--- src/fmed_pkg.sv ---
// Constants for the freefall/motion event detector
package fmed_pkg;
    // Register offsets
    localparam logic [7:0] FMED_ADDR_CFG = 8'h15;
    localparam logic [7:0] FMED_ADDR_SRC = 8'h16;
    localparam logic [7:0] FMED_ADDR_THR = 8'h17;
    localparam logic [7:0] FMED_ADDR_CNT = 8'h18;

    // motion_config fields
    localparam int FMED_CFG_LATCH = 7;
    localparam int FMED_CFG_OR = 6;
    localparam int FMED_CFG_ZEN = 5;
    localparam int FMED_CFG_YEN = 4;
    localparam int FMED_CFG_XEN = 3;
    localparam logic [7:0] FMED_CFG_MASK = 8'hF8;

    // motion_source fields
    localparam int FMED_SRC_EA = 7;

    // motion_threshold fields
    localparam int FMED_THR_MODE = 7;
    localparam int FMED_THR_W = 7;

    // Reset values
    localparam logic [7:0] FMED_CFG_RST = 8'h00;
    localparam logic [7:0] FMED_THR_RST = 8'h00;
    localparam logic [7:0] FMED_CNT_RST = 8'h00;
    localparam logic [5:0] FMED_FLAGS_RST = 6'h00;

    // Magnitude width compared against the threshold
    localparam int FMED_MAG_W = 8;
endpackage

--- src/fmed_axis_cmp.sv ---
// Per-axis magnitude compare against the motion threshold
`timescale 1ns/100ps
module fmed_axis_cmp
    import fmed_pkg::*;
#(
    parameter int SAMPLE_W = 8
) (
    input wire logic [SAMPLE_W-1:0] sample,
    input wire logic [FMED_THR_W-1:0] threshold,
    output logic high,
    output logic neg
);
    initial begin
        if (SAMPLE_W < FMED_MAG_W) begin
            $error("SAMPLE_W below magnitude width");
        end
    end

    logic [SAMPLE_W-1:0] mag;
    logic [FMED_MAG_W-1:0] mag_top;

    // Two's complement magnitude; the most negative code stays exact
    assign mag = sample[SAMPLE_W-1] ? (~sample + 1'b1) : sample;
    assign mag_top = mag[SAMPLE_W-1 -: FMED_MAG_W];
    // Above threshold is motion, at or below is low-g
    assign high = mag_top > {1'b0, threshold};
    assign neg = sample[SAMPLE_W-1];
endmodule

--- src/fmed_top.sv ---
// Freefall/motion event detector with its register file
//
// Function
// Config bit 6 picks freefall (0, AND) or motion (1, OR).
// All three axis enables clear disables the detector.
// Latch enable is config bit 7; event-active is source bit 7.
// Freefall event-active only after debounce completes, enabled axes only.
// Unlatched, decrement mode: event-active clears only after count delay.
// Unlatched freefall, clear mode: flag drops at once, re-arms after delay.
// Unlatched freefall: source read leaves event-active unchanged.
// Axis flags track live high-g status when unlatched or event inactive.
// Latched freefall: flag sets at count, holds until source read.
// Latched freefall: read clears flag and counter; new event after delay.
// Latched: axis flags freeze on event, resume after source read.
// Motion event-active after debounce time, enabled axes only.
// Unlatched motion, clear mode: flag drops when high-g goes.
// Unlatched motion: source read clears nothing, counter kept.
// Latched motion: read clears all source bits and counter.
// Latched motion: axis flags hold from event until source read.
// Freefall: all enabled at or below threshold; motion: any above.
// Polarity 0 positive, 1 negative; both flags zero if axis off.
// Counter steps once per sample per mode, compared to count value.
`timescale 1ns/100ps
module fmed_top
    import fmed_pkg::*;
#(
    parameter int SAMPLE_W = 8
) (
    input wire logic sys_clk,
    input wire logic rst_n,
    input wire logic sample_valid,
    input wire logic [SAMPLE_W-1:0] x_sample,
    input wire logic [SAMPLE_W-1:0] y_sample,
    input wire logic [SAMPLE_W-1:0] z_sample,
    input wire logic [7:0] reg_addr,
    input wire logic reg_wr,
    input wire logic reg_rd,
    input wire logic [7:0] reg_wdata,
    output logic [7:0] reg_rdata,
    output logic event_active
);
    initial begin
        if (SAMPLE_W < FMED_MAG_W) begin
            $error("SAMPLE_W below magnitude width");
        end
    end

    logic [7:0] cfg_reg;
    logic [7:0] thr_reg;
    logic [7:0] cnt_val_reg;
    logic [7:0] cnt_reg;
    logic [7:0] cnt_next;
    logic ea_reg;
    logic ea_next;
    logic [5:0] flags_reg;
    logic [5:0] flags_next;
    logic [7:0] rdata_reg;
    logic [7:0] rdata_next;

    // Axis order: index 0 = x, 1 = y, 2 = z
    logic [SAMPLE_W-1:0] axis_sample [3];
    logic [2:0] axis_high;
    logic [2:0] axis_neg;
    logic [2:0] axis_en;
    logic [5:0] live_flags;

    assign axis_sample[0] = x_sample;
    assign axis_sample[1] = y_sample;
    assign axis_sample[2] = z_sample;
    assign axis_en = {cfg_reg[FMED_CFG_ZEN], cfg_reg[FMED_CFG_YEN], cfg_reg[FMED_CFG_XEN]};

    genvar gi;
    generate
        for (gi = 0; gi < 3; gi++) begin : g_axis
            fmed_axis_cmp #(
                .SAMPLE_W(SAMPLE_W)
            ) u_cmp (
                .sample(axis_sample[gi]),
                .threshold(thr_reg[FMED_THR_W-1:0]),
                .high(axis_high[gi]),
                .neg(axis_neg[gi])
            );
            // High flag above polarity flag, both gated by the enable
            assign live_flags[2*gi+1] = axis_en[gi] & axis_high[gi];
            assign live_flags[2*gi] = axis_en[gi] & axis_high[gi] & axis_neg[gi];
        end
    endgenerate

    // Decode
    wire latch_on = cfg_reg[FMED_CFG_LATCH];
    wire or_mode = cfg_reg[FMED_CFG_OR];
    wire clear_mode = thr_reg[FMED_THR_MODE];
    wire any_en = |axis_en;
    wire any_high = |(axis_en & axis_high);
    wire all_low = ~|(axis_en & axis_high);
    // Freefall is AND of low axes, motion OR of high axes
    wire cond = any_en & (or_mode ? any_high : all_low);
    wire sel_cfg = reg_addr == FMED_ADDR_CFG;
    wire sel_src = reg_addr == FMED_ADDR_SRC;
    wire sel_thr = reg_addr == FMED_ADDR_THR;
    wire sel_cnt = reg_addr == FMED_ADDR_CNT;
    wire src_rd = reg_rd & sel_src;
    // Only latched modes act on a source read
    wire src_clear = src_rd & latch_on;
    wire cnt_full = cnt_reg >= cnt_val_reg;
    wire cnt_reached = cnt_next >= cnt_val_reg;

    // Debounce counter, one step per sample
    always_comb begin
        cnt_next = cnt_reg;
        if (src_clear) begin
            cnt_next = 8'h00;
        end
        if (sample_valid) begin
            if (cond) begin
                cnt_next = cnt_full ? cnt_val_reg : cnt_reg + 8'h01;
            end else if (clear_mode) begin
                cnt_next = 8'h00;
            end else if (cnt_reg != 8'h00) begin
                cnt_next = cnt_reg - 8'h01;
            end
        end
    end

    // Event-active flag
    always_comb begin
        ea_next = ea_reg;
        if (src_clear) begin
            ea_next = 1'b0;
        end
        if (sample_valid) begin
            if (cond && cnt_reached) begin
                // An event in the read cycle is kept: set beats clear
                ea_next = 1'b1;
            end else if (!latch_on) begin
                if (clear_mode && !cond) begin
                    ea_next = 1'b0;
                end else if (!clear_mode && cnt_next == 8'h00) begin
                    // Decrement mode holds the flag until count drains
                    ea_next = 1'b0;
                end
            end
        end
    end

    // Axis flags: live unless latched and the event is active
    always_comb begin
        flags_next = flags_reg;
        if (src_clear) begin
            flags_next = FMED_FLAGS_RST;
        end
        if (sample_valid && !(latch_on && ea_reg)) begin
            flags_next = live_flags;
        end
    end

    // Register read data, sampled before any clear of the same cycle
    always_comb begin
        rdata_next = 8'h00;
        if (sel_cfg) begin
            rdata_next = cfg_reg & FMED_CFG_MASK;
        end else if (sel_src) begin
            rdata_next = {ea_reg, 1'b0, flags_reg};
        end else if (sel_thr) begin
            rdata_next = thr_reg;
        end else if (sel_cnt) begin
            rdata_next = cnt_val_reg;
        end
    end

    always_ff @(posedge sys_clk or negedge rst_n) begin
        if (!rst_n) begin
            cfg_reg <= FMED_CFG_RST;
            thr_reg <= FMED_THR_RST;
            cnt_val_reg <= FMED_CNT_RST;
        end else if (reg_wr) begin
            if (sel_cfg) begin
                cfg_reg <= reg_wdata & FMED_CFG_MASK;
            end
            if (sel_thr) begin
                thr_reg <= reg_wdata;
            end
            if (sel_cnt) begin
                cnt_val_reg <= reg_wdata;
            end
        end
    end

    always_ff @(posedge sys_clk or negedge rst_n) begin
        if (!rst_n) begin
            cnt_reg <= 8'h00;
            ea_reg <= 1'b0;
            flags_reg <= FMED_FLAGS_RST;
        end else begin
            cnt_reg <= cnt_next;
            ea_reg <= ea_next;
            flags_reg <= flags_next;
        end
    end

    always_ff @(posedge sys_clk or negedge rst_n) begin
        if (!rst_n) begin
            rdata_reg <= 8'h00;
            event_active <= 1'b0;
        end else begin
            event_active <= ea_next;
            if (reg_rd) begin
                rdata_reg <= rdata_next;
            end
        end
    end

    assign reg_rdata = rdata_reg;

    // Checks
    property p_disabled;
        @(posedge sys_clk) disable iff (!rst_n)
        (axis_en == 3'h0) |-> !cond;
    endproperty
    a_disabled: assert property (p_disabled) else $error("detector active with no axis");

    property p_motion_or;
        @(posedge sys_clk) disable iff (!rst_n)
        (or_mode && |(axis_en & axis_high)) |-> cond;
    endproperty
    a_motion_or: assert property (p_motion_or) else $error("motion missed high axis");

    property p_ff_and;
        @(posedge sys_clk) disable iff (!rst_n)
        (!or_mode && |(axis_en & axis_high)) |-> !cond;
    endproperty
    a_ff_and: assert property (p_ff_and) else $error("freefall with high axis");

    property p_unlatched_read;
        @(posedge sys_clk) disable iff (!rst_n)
        (src_rd && !latch_on && !sample_valid && !reg_wr)
            |=> (ea_reg == $past(ea_reg)) && (cnt_reg == $past(cnt_reg));
    endproperty
    a_unlatched_read: assert property (p_unlatched_read) else $error("read changed state");

    property p_latched_read;
        @(posedge sys_clk) disable iff (!rst_n)
        (src_rd && latch_on && !sample_valid)
            |=> !ea_reg && cnt_reg == 8'h00 && flags_reg == 6'h00;
    endproperty
    a_latched_read: assert property (p_latched_read) else $error("latched read kept state");

    property p_freeze;
        @(posedge sys_clk) disable iff (!rst_n)
        (latch_on && ea_reg && !src_rd && !reg_wr) |=> $stable(flags_reg);
    endproperty
    a_freeze: assert property (p_freeze) else $error("latched flags moved");

    property p_clear_mode;
        @(posedge sys_clk) disable iff (!rst_n)
        (sample_valid && !latch_on && clear_mode && !cond) |=> !ea_reg && cnt_reg == 8'h00;
    endproperty
    a_clear_mode: assert property (p_clear_mode) else $error("flag held in clear mode");

    property p_decrement_hold;
        @(posedge sys_clk) disable iff (!rst_n)
        (!latch_on && !clear_mode && ea_reg && cnt_reg > 8'h01 && !reg_wr) |=> ea_reg;
    endproperty
    a_decrement_hold: assert property (p_decrement_hold) else $error("flag dropped early");

    property p_count_step;
        @(posedge sys_clk) disable iff (!rst_n)
        (sample_valid && cond && cnt_reg < cnt_val_reg && !src_clear && !reg_wr)
            |=> cnt_reg == $past(cnt_reg) + 8'h01;
    endproperty
    a_count_step: assert property (p_count_step) else $error("counter did not step");

    property p_live_flags;
        @(posedge sys_clk) disable iff (!rst_n)
        (sample_valid && !latch_on) |=> flags_reg == $past(live_flags);
    endproperty
    a_live_flags: assert property (p_live_flags) else $error("flags not live");

    property p_set_at_count;
        @(posedge sys_clk) disable iff (!rst_n)
        (sample_valid && cond && cnt_full) |=> ea_reg && event_active;
    endproperty
    a_set_at_count: assert property (p_set_at_count) else $error("event not raised");

    property p_early;
        @(posedge sys_clk) disable iff (!rst_n)
        (!ea_reg && !(sample_valid && cond && cnt_reached)) |=> !ea_reg;
    endproperty
    a_early: assert property (p_early) else $error("event raised before count");
endmodule
--- config.mk ---
export PLATFORM = sky130hd
export DESIGN_NAME = fmed_top
export DESIGN_NICKNAME = d
export VERILOG_FILES = /design/src/fmed_pkg.sv /design/src/fmed_axis_cmp.sv /design/src/fmed_top.sv
export SDC_FILE = /design/constraint.sdc
export NUM_CORES = 1
export LEC_CHECK = 0
export ABC_AREA = 0
export CAP_MARGIN = 20
export CORE_MARGIN = 3
export CORE_UTILIZATION = 35
export DETAILED_ROUTE_END_ITERATION = 8
export DONT_BUFFER_PORTS = 1
export PLACE_DENSITY_LB_ADDON = 0.2
export SLEW_MARGIN = 20
export SYNTH_ARGS = -nofsm -noshare
export SYNTH_HDL_FRONTEND = slang
export SYNTH_SLANG_ARGS = --single-unit
--- constraint.sdc ---
create_clock -name sys_clk -period 5.6 [get_ports sys_clk]
set_clock_uncertainty 0.15 [all_clocks]
set_input_delay 0.28 -clock sys_clk [delete_from_list [all_inputs] [get_ports sys_clk]]
set_output_delay 0.28 -clock sys_clk [all_outputs]
set_load 0.02 [all_outputs]
==> results of run 1 <==
## final timing paths
path,start,depth (start not counted),slack (ps),endpoint
worst max-delay path,y_sample[1],22,470,event_active$_DFF_PN0_
worst min register to register,flags_reg[3]$_DFFE_PN0P_,1,330,flags_reg[3]$_DFFE_PN0P_
max in group asynchronous,rst_n,2,4750,cnt_reg[0]$_DFF_PN0_
worst min-delay path,reg_addr[1],3,100,reg_rdata[5]$_DFFE_PN0P_
min in group asynchronous,rst_n,2,330,reg_rdata[6]$_DFFE_PN0P_
worst max register to register,cnt_reg[5]$_DFF_PN0_,21,640,event_active$_DFF_PN0_
## metal layers
layer	global-route usage	part of all wire	up-vias
li1	-	-	1521
met1	0.2543	0.49	1495
met2	0.2678	0.44	81
met3	0.03179	0.051	7
met4	0.05140	0.011	0
met5	0	0	-
## power by group through the flow
stage	Combinational, mW	Sequential (mW)	Clock [mW]
after floorplan	0.471	0.401	0
after global placement	0.574	0.458	0
after detailed placement	0.577	0.457	0
after CTS	0.601	0.451	0.242
after global routing	0.686	0.462	0.253
final	0.605	0.453	0.234
## metrics by stage
stage | instances | power, mW
2_1_floorplan | 404 | 0.8720
3_3_place_gp | 530 | 1.032
3_5_place_dp | 530 | 1.034
4_1_cts | 551 | 1.294
5_1_grt | 551 | 1.401
6_report | 551 | 1.291
## cell type report
class	instances	area [µm²]
Tap cell	133	166.4
Multi-Input combinational cell	322	2377
Sequential cell	44	1101
Clock inverter	1	30.03
Fill cell	1004	5859
Inverter	25	93.84
Timing Repair Buffer	21	212.7
Clock buffer	5	68.82
## logic make-up after synthesis
logic type / count (synthesis)
AOI/OAI and AO/OA: 100
buffers and inverters: 38
adders and majority gates: 42
and+or+nand+nor: 133
xor gates and xnor gates: 23
DFF: 44
muxes: 24
## synth_stat cells (3+ instances only)
library cell	instances
nor4b_1	3
nand2_1	36
mux2i_1	3
nand2b_1	12
nand4_1	3
or3_1	3
nor2b_1	6
clkbuf_1	13
a31oi_1	5
and3_1	4
a22o_1	4
a222oi_1	7
dfrtp_1	44
a21oi_1	20
o211ai_1	4
inv_1	25
a211oi_1	6
xor2_1	4
xnor2_1	19
o21ai_0	19
a211o_1	3
nand3_1	16
nor3_1	7
a21o_1	6
mux2_2	21
o31ai_1	8
nor2_1	30
ha_1	42
## worst max-delay path, stage by stage
cell and delay, ps:
or3_1 410, o31ai_1 250, xnor2_1 150, ha_1 280
a21o_1 190, a21oi_1 140, a41oi_1 70, o31ai_2 330
nand4_1 210, and2_1 310, o21ai_0 310, o21ai_0 140
a211o_1 340, ha_1 280, a21oi_1 110, o21ai_0 90
a31oi_1 200, o21ai_0 120, o2bb2ai_1 150, nor2_1 80
or4b_1 430, o32a_1 290
## repair_timing
item,in CTS,in global routing
buffers inserted,0,0
gates resized for setup,0,2
hold endpoints to repair,76,0
endpoints found under the setup margin,0,1
hold buffers,15,0
==> results by group, run 1 <==
Status
  – Outcome: finished, final reports clean

Synthesis
  – Main synth FF type: dfrtp_1
  – Post-synthesis compound-gate area fraction: 0.1905
  – Largest family of logic cells by synthesized area: compound AO/OA/AOI/OAI gates
  – Synthesized-area fraction occupied by adder cells: 0.1455
  – Sequential area share after synthesis: 0.3048
  – Syn_area_per_cell: 8.941 µm²
  – Net count after synthesis: between 400 and 500
  – Fraction of registers with async set/reset: 1.000
  – Warnings, synthesis: 0
  – Top cell type's share of synthesized area: 0.3048
  – Area contributors post-synth: dfrtp_1 (30%), ha_1 (15%), mux2_2 (6.5%)
  – XOR/XNOR share of the synthesized area: 0.05577
  – Number of flip-flops and latches in the synthesized netlist: 44
  – Synth Area in Simple Gates: 0.1902
  – Unique cell type count in the Yosys netlist: 51
  – Cell type with the largest total area after synthesis: dfrtp_1
  – Count of flip-flops with a built-in enable after synthesis: 0
  – Post-synth design cell area: between 3000 and 4000 µm²
  – Cell count after synthesis: 404
  – Fraction of synthesized area in multiplexers: 0.07378

Power and ir drop
  – Clock Power Share: 0.181
  – Internal power of the cells: 755.8 µW
  – Switching share of total power: 0.4145
  – Switching power: 535.0 µW
  – Static Leak: between 1.5 and 2 nW
  – Share of total power in combinational logic: 0.468
  – VDD IR-drop max: just over 0.1 mV
  – Sequential group share of total power: 0.351
  – Pwr Density: ~320 nW/µm²

Clocking
  – Max H-tree Level: 2
  – CTS Root Buffer Type: clkbuf_8
  – TritonCTS clock tree: yes
  – Clock-pin slew reported for the worst setup and hold paths after clock tree synthesis: 80 ps
  – Number of buffers on the longest clock path: 2
  – Clock latency reported for the late side of the worst-skew pair: 290 ps
  – CTS sink cnt: 44
  – TritonCTS Buffers: 5

Placed design
  – Count of port buffers added during placement: 0
  – Post-DP HPWL: 7751 µm
  – Worst slack at placement: 123.4 ps
  – Routability cong.: 0.8767
  – Area after DPL: 3775 µm²

Route
  – DR DRC count: 0
  – Routed Antenna Nets: 0
  – Wire length reported by the detailed router: 9984 µm
  – DR pass1 iterations: 4
  – Total vias in the final route: just over 3000
  – Detailed router's first-iteration violation count: 171
  – Via/cell ratio: 5.633
  – Post-detailed-route wirelength per cell: about 18 µm

Layout
  – Total number of nets in the final design: 506
  – Highest-count cells in the layout ignoring fill and taps: dfrtp_1 (44), ha_1 (42), nand2_1 (36), nor2_1 (30), inv_1 (25)
  – Number of antenna cells inserted: 0
  – Area grow syn2layout: 12.12%
  – Final instance area: 4050 µm²
  – Most common library cell in the layout ignoring fill and taps: dfrtp_1
  – Fraction of final layout cells with drive strength greater than 1: 0.09569
  – Final core occ: 0.4087

STA
  – Final Hold Slack: 96.89 ps
  – Final total negative setup slack: 0 ps
  – Worst path setup slack after routing: 466.6 ps
  – Fraction of the cycle the final worst path needs: 0.9167
  – Hold Vio Cnt, Final: 0
  – Slew of the pin with the lowest slew margin: between 700 and 800 ps
  – Final setup viols: 0
  – Crit path time final: 5133 ps
  – Unrepaired setup endpoints after global routing: false
  – Headroom to the max-slew limit: 0.4860
  – Maximum clock rate: 194.8 MHz
  – Max-slew violation count: 0

Floorplanning
  – Die Height: ~110 µm
  – Horizontal die dimension: 107.6 µm
  – Core ar.: around 10000 µm²
  – Die area: 11580 µm²
  – Row count: 36
  – Starting Density: 0.3645
  – Num ports: 54

Worst setup path
  – Element type at the critical path end: register
  – Worst-path maximum fanout: 8
  – Required arrival time at the worst endpoint: ~5600 ps
  – Path type of the worst setup path: input pin to register
  – Crit path launch type: input pin
  – WP data arrival: 5170 ps

Global route
  – Overflow left after global routing: 0
  – Largest net degree at the start of global routing: 45
  – Via count of the first global-routing pass: 3096
  – Overall global routing resource usage: 0.1760
  – Initial antenna violation count: 0
  – First-pass GRT wire length: 16000 µm

Hold path
  – Type of the worst min-delay path: input pin to register

Flow run
  – # Max-Cap Violations: 0
(Power assumes the default switching activity.)
==> run 2, diff against run 1 <==
==> constraint.sdc (replaced) <==
create_clock -name sys_clk -period 5.6 [get_ports sys_clk]
set_clock_uncertainty 0.15 [all_clocks]
set_input_delay 0.56 -clock sys_clk [delete_from_list [all_inputs] [get_ports sys_clk]]
set_output_delay 0.56 -clock sys_clk [all_outputs]
set_load 0.02 [all_outputs]
==> run 2 against run 1 <==
First-iteration DRC count up 25%. Largest power group unchanged. Hold slack improved by 87 ps. Final cell count is 1.1% lower. Clock power down 18%. Flip-flop and latch count unchanged. Count of clock-buffer cells in the layout grew 1. Largest cell class unchanged. Fmax down 1.1%. Sequential power rose by 0.9%. Setup slack worse by 57 ps. Power down 2.5%. Sequential share of layout area increased by 0.70 points. Non-clock buffer count is 7 lower.
==> results by group, run 2 (synthesized netlist as in run 1, its figures left out) <==
Route
  – Detailed router's first-iteration violation count: 213 (+25%)
  – DR pass1 iterations: 5 (+1)
  – Post-detailed-route wirelength per cell: 18.14 µm (+0.13%)
  – DR DRC count: 0 (unchanged)
  – Wire length reported by the detailed router: 9888 µm (-0.96%)
  – Via/cell ratio: 5.646 (+0.22%)
  – Routed Antenna Nets: 0 (unchanged)
  – Met2 Wirelength: 4399 µm (-0.90%)
  – Uppermost layer routed: met4
  – Wire length on met1: 4684 µm (-5.0%)
  – Met3 wire length: 700 µm (+38%)
  – Total vias in the final route: 3077 (-0.87%)

Global route
  – Overall global routing resource usage: 0.1802 (+0.004186)
  – Via count of the first global-routing pass: 3194 (+3.2%)
  – Initial antenna violation count: 0 (unchanged)
  – Overflow left after global routing: 0 (unchanged)
  – First-pass GRT wire length: 16510 µm (+3.2%)
  – Largest net degree at the start of global routing: 45 (unchanged)

STA
  – Worst path setup slack after routing: 409.5 ps (-57.08 ps)
  – Crit path time final: 5190 ps (+57.08 ps)
  – Headroom to the max-slew limit: 0.5092 (+0.02313)
  – Hold Vio Cnt, Final: 0 (unchanged)
  – Maximum clock rate: 192.7 MHz (-1.1%)
  – Max-slew violation count: 0 (unchanged)
  – Fraction of the cycle the final worst path needs: 0.9269 (+0.01019)
  – Slew of the pin with the lowest slew margin: 730.6 ps (-34.43 ps)
  – Unrepaired setup endpoints after global routing: false
  – Final Hold Slack: 183.6 ps (+86.70 ps)
  – Final setup viols: 0 (unchanged)
  – Final total negative setup slack: 0 ps (unchanged)

Layout
  – Final core occ: 0.3985 (-0.01023)
  – Fill cell instance count of the final layout: 1012 (+0.80%)
  – Most common library cell in the layout ignoring fill and taps: dfrtp_1
  – Total number of nets in the final design: 499 (-1.4%)
  – Number of antenna cells inserted: 0 (unchanged)
  – Fraction of final layout cells with drive strength greater than 1: 0.1141 (+0.01838)
  – Non-filler cells in the finished layout: 545 (-1.1%)
  – Highest-count cells in the layout ignoring fill and taps: dfrtp_1 (44), ha_1 (42), nand2_1 (36), nor2_1 (30), inv_1 (25)
  – Area grow syn2layout: 9.318%

Worst setup path
  – Number of buffer and inverter instances along the worst setup path: 0 (unchanged)
  – Number of cell instances on the worst register-to-register path: 21 (unchanged)
  – Number of stages on the worst setup path: 22 (unchanged)
  – CP peak stage delay: 440 ps (about the same)
  – Worst-path maximum fanout: 3 (-5)
  – Gate family responsible for the most delay along the worst path: compound AO/OA/AOI/OAI gates
  – Critical-path cell with the highest stage delay: or4b_1
  – Element type at the critical path end: register
  – Path type of the worst setup path: input pin to register
  – Cell occurring most often along the worst timing path: o21ai_0
  – WP data arrival: 5220 ps (+50 ps)
  – Series of cell instances along the critical path: or3_1 > o31ai_1 > xnor2_1 > ha_1 > a21o_1 > a21oi_1 > a41oi_1 > o31ai_2 > nand4_1 > and2_1 > o21ai_1 > o21ai_0 > a211o_1 > ha_1 > a21oi_1 > o21ai_0 > a31oi_1 > o21ai_0 > o2bb2ai_1 > nor2_1 > or4b_1 > o32a_1
  – Required arrival time at the worst endpoint: 5630 ps (about the same)
  – Crit path launch type: input pin

Floorplanning
  – Starting Density: 0.3645 (unchanged)
  – Row count: 36 (unchanged)
  – Die area: 11580 µm² (unchanged)
  – Num ports: 54 (unchanged)
  – Horizontal die dimension: 107.6 µm (unchanged)
  – Core ar.: 9910 µm² (unchanged)
  – Die Height: 107.6 µm (unchanged)

Flow run
  – # Max-Cap Violations: 0 (unchanged)

Power and ir drop
  – Static Leak: 1.719 nW (-1.8%)
  – VDD IR-drop max: 0.1109 mV (+10%)
  – Pwr Density: 318.8 nW/µm² (about the same)

Clocking
  – CTS sink cnt: 44 (unchanged)
  – TritonCTS Buffers: 5 (unchanged)
  – CTS Root Buffer Type: clkbuf_8
  – Clock latency reported for the late side of the worst-skew pair: 300 ps (about the same)
  – Number of buffers on the longest clock path: 2 (unchanged)
  – Max H-tree Level: 2 (unchanged)
  – TritonCTS clock tree: yes
  – Clock-pin slew reported for the worst setup and hold paths after clock tree synthesis: 80 ps (about the same)

Placed design
  – Worst slack at placement: -95.49 ps (-218.9 ps)
  – Count of port buffers added during placement: 0 (unchanged)
  – Placed cell count: 535 (+0.94%)
  – Routability cong.: 0.9511 (+8.5%)
  – Post-DP HPWL: 7747 µm (about the same)

Status
  – Outcome: finished, final reports clean

Hold path
  – Type of the worst min-delay path: input pin to register
  – Worst Hold Path Cells: 1 (-2)
-- run 2: what timing repair did --
item,4_1_cts,5_1_grt
endpoints found under the hold margin,44,0
gates resized for setup,0,4
hold buffers,2,0
endpoints found under the setup margin,0,1
buffers inserted,0,1
-- run 2: metrics by stage --
stage,cell area [µm²],power (mW)
after floorplan,3612,0.8720
after global placement,3812,1.047
after detailed placement,3812,1.050
after CTS,3928,1.257
after global routing,3949,1.383
final,3949,1.259
-- run 2: area by class of cell --
type | instances | area, µm² | area share
clock inverters | 1 | 5.005 | 0.001267
well taps | 133 | 166.4 | 0.04214
clock buffers | 6 | 72.57 | 0.01838
repair buffers | 14 | 127.6 | 0.03232
flip-flops and latches | 44 | 1101 | 0.2788
inverters | 25 | 93.84 | 0.02376
multi-input cells | 322 | 2382 | 0.6033
-- run 2: worst paths after layout --
kind | to | slack [ps] | from
setup / recovery | event_active$_DFF_PN0_ | 410 | y_sample[1]
hold / removal | reg_rdata[6]$_DFFE_PN0P_ | 180 | reg_rd
setup reg to reg | event_active$_DFF_PN0_ | 590 | cnt_reg[5]$_DFF_PN0_
hold reg to reg | flags_reg[3]$_DFFE_PN0P_ | 330 | flags_reg[3]$_DFFE_PN0P_
max in group asynchronous | flags_reg[2]$_DFFE_PN0P_ | 4470 | rst_n
min in group asynchronous | reg_rdata[6]$_DFFE_PN0P_ | 610 | rst_n
-- run 2: metal layers --
layer,vias up,GRT usage
met5,-,0
met4,0,0.04599
met3,11,0.04019
met2,105,0.2789
met1,1453,0.2542
li1,1508,-
-- run 2: where the power goes --
part | switching (mW) | leakage, nW | internal, mW
clock | 0.107 | 0.0410 | 0.0850
combinational | 0.333 | 1.09 | 0.277
sequential | 0.100 | 0.584 | 0.357
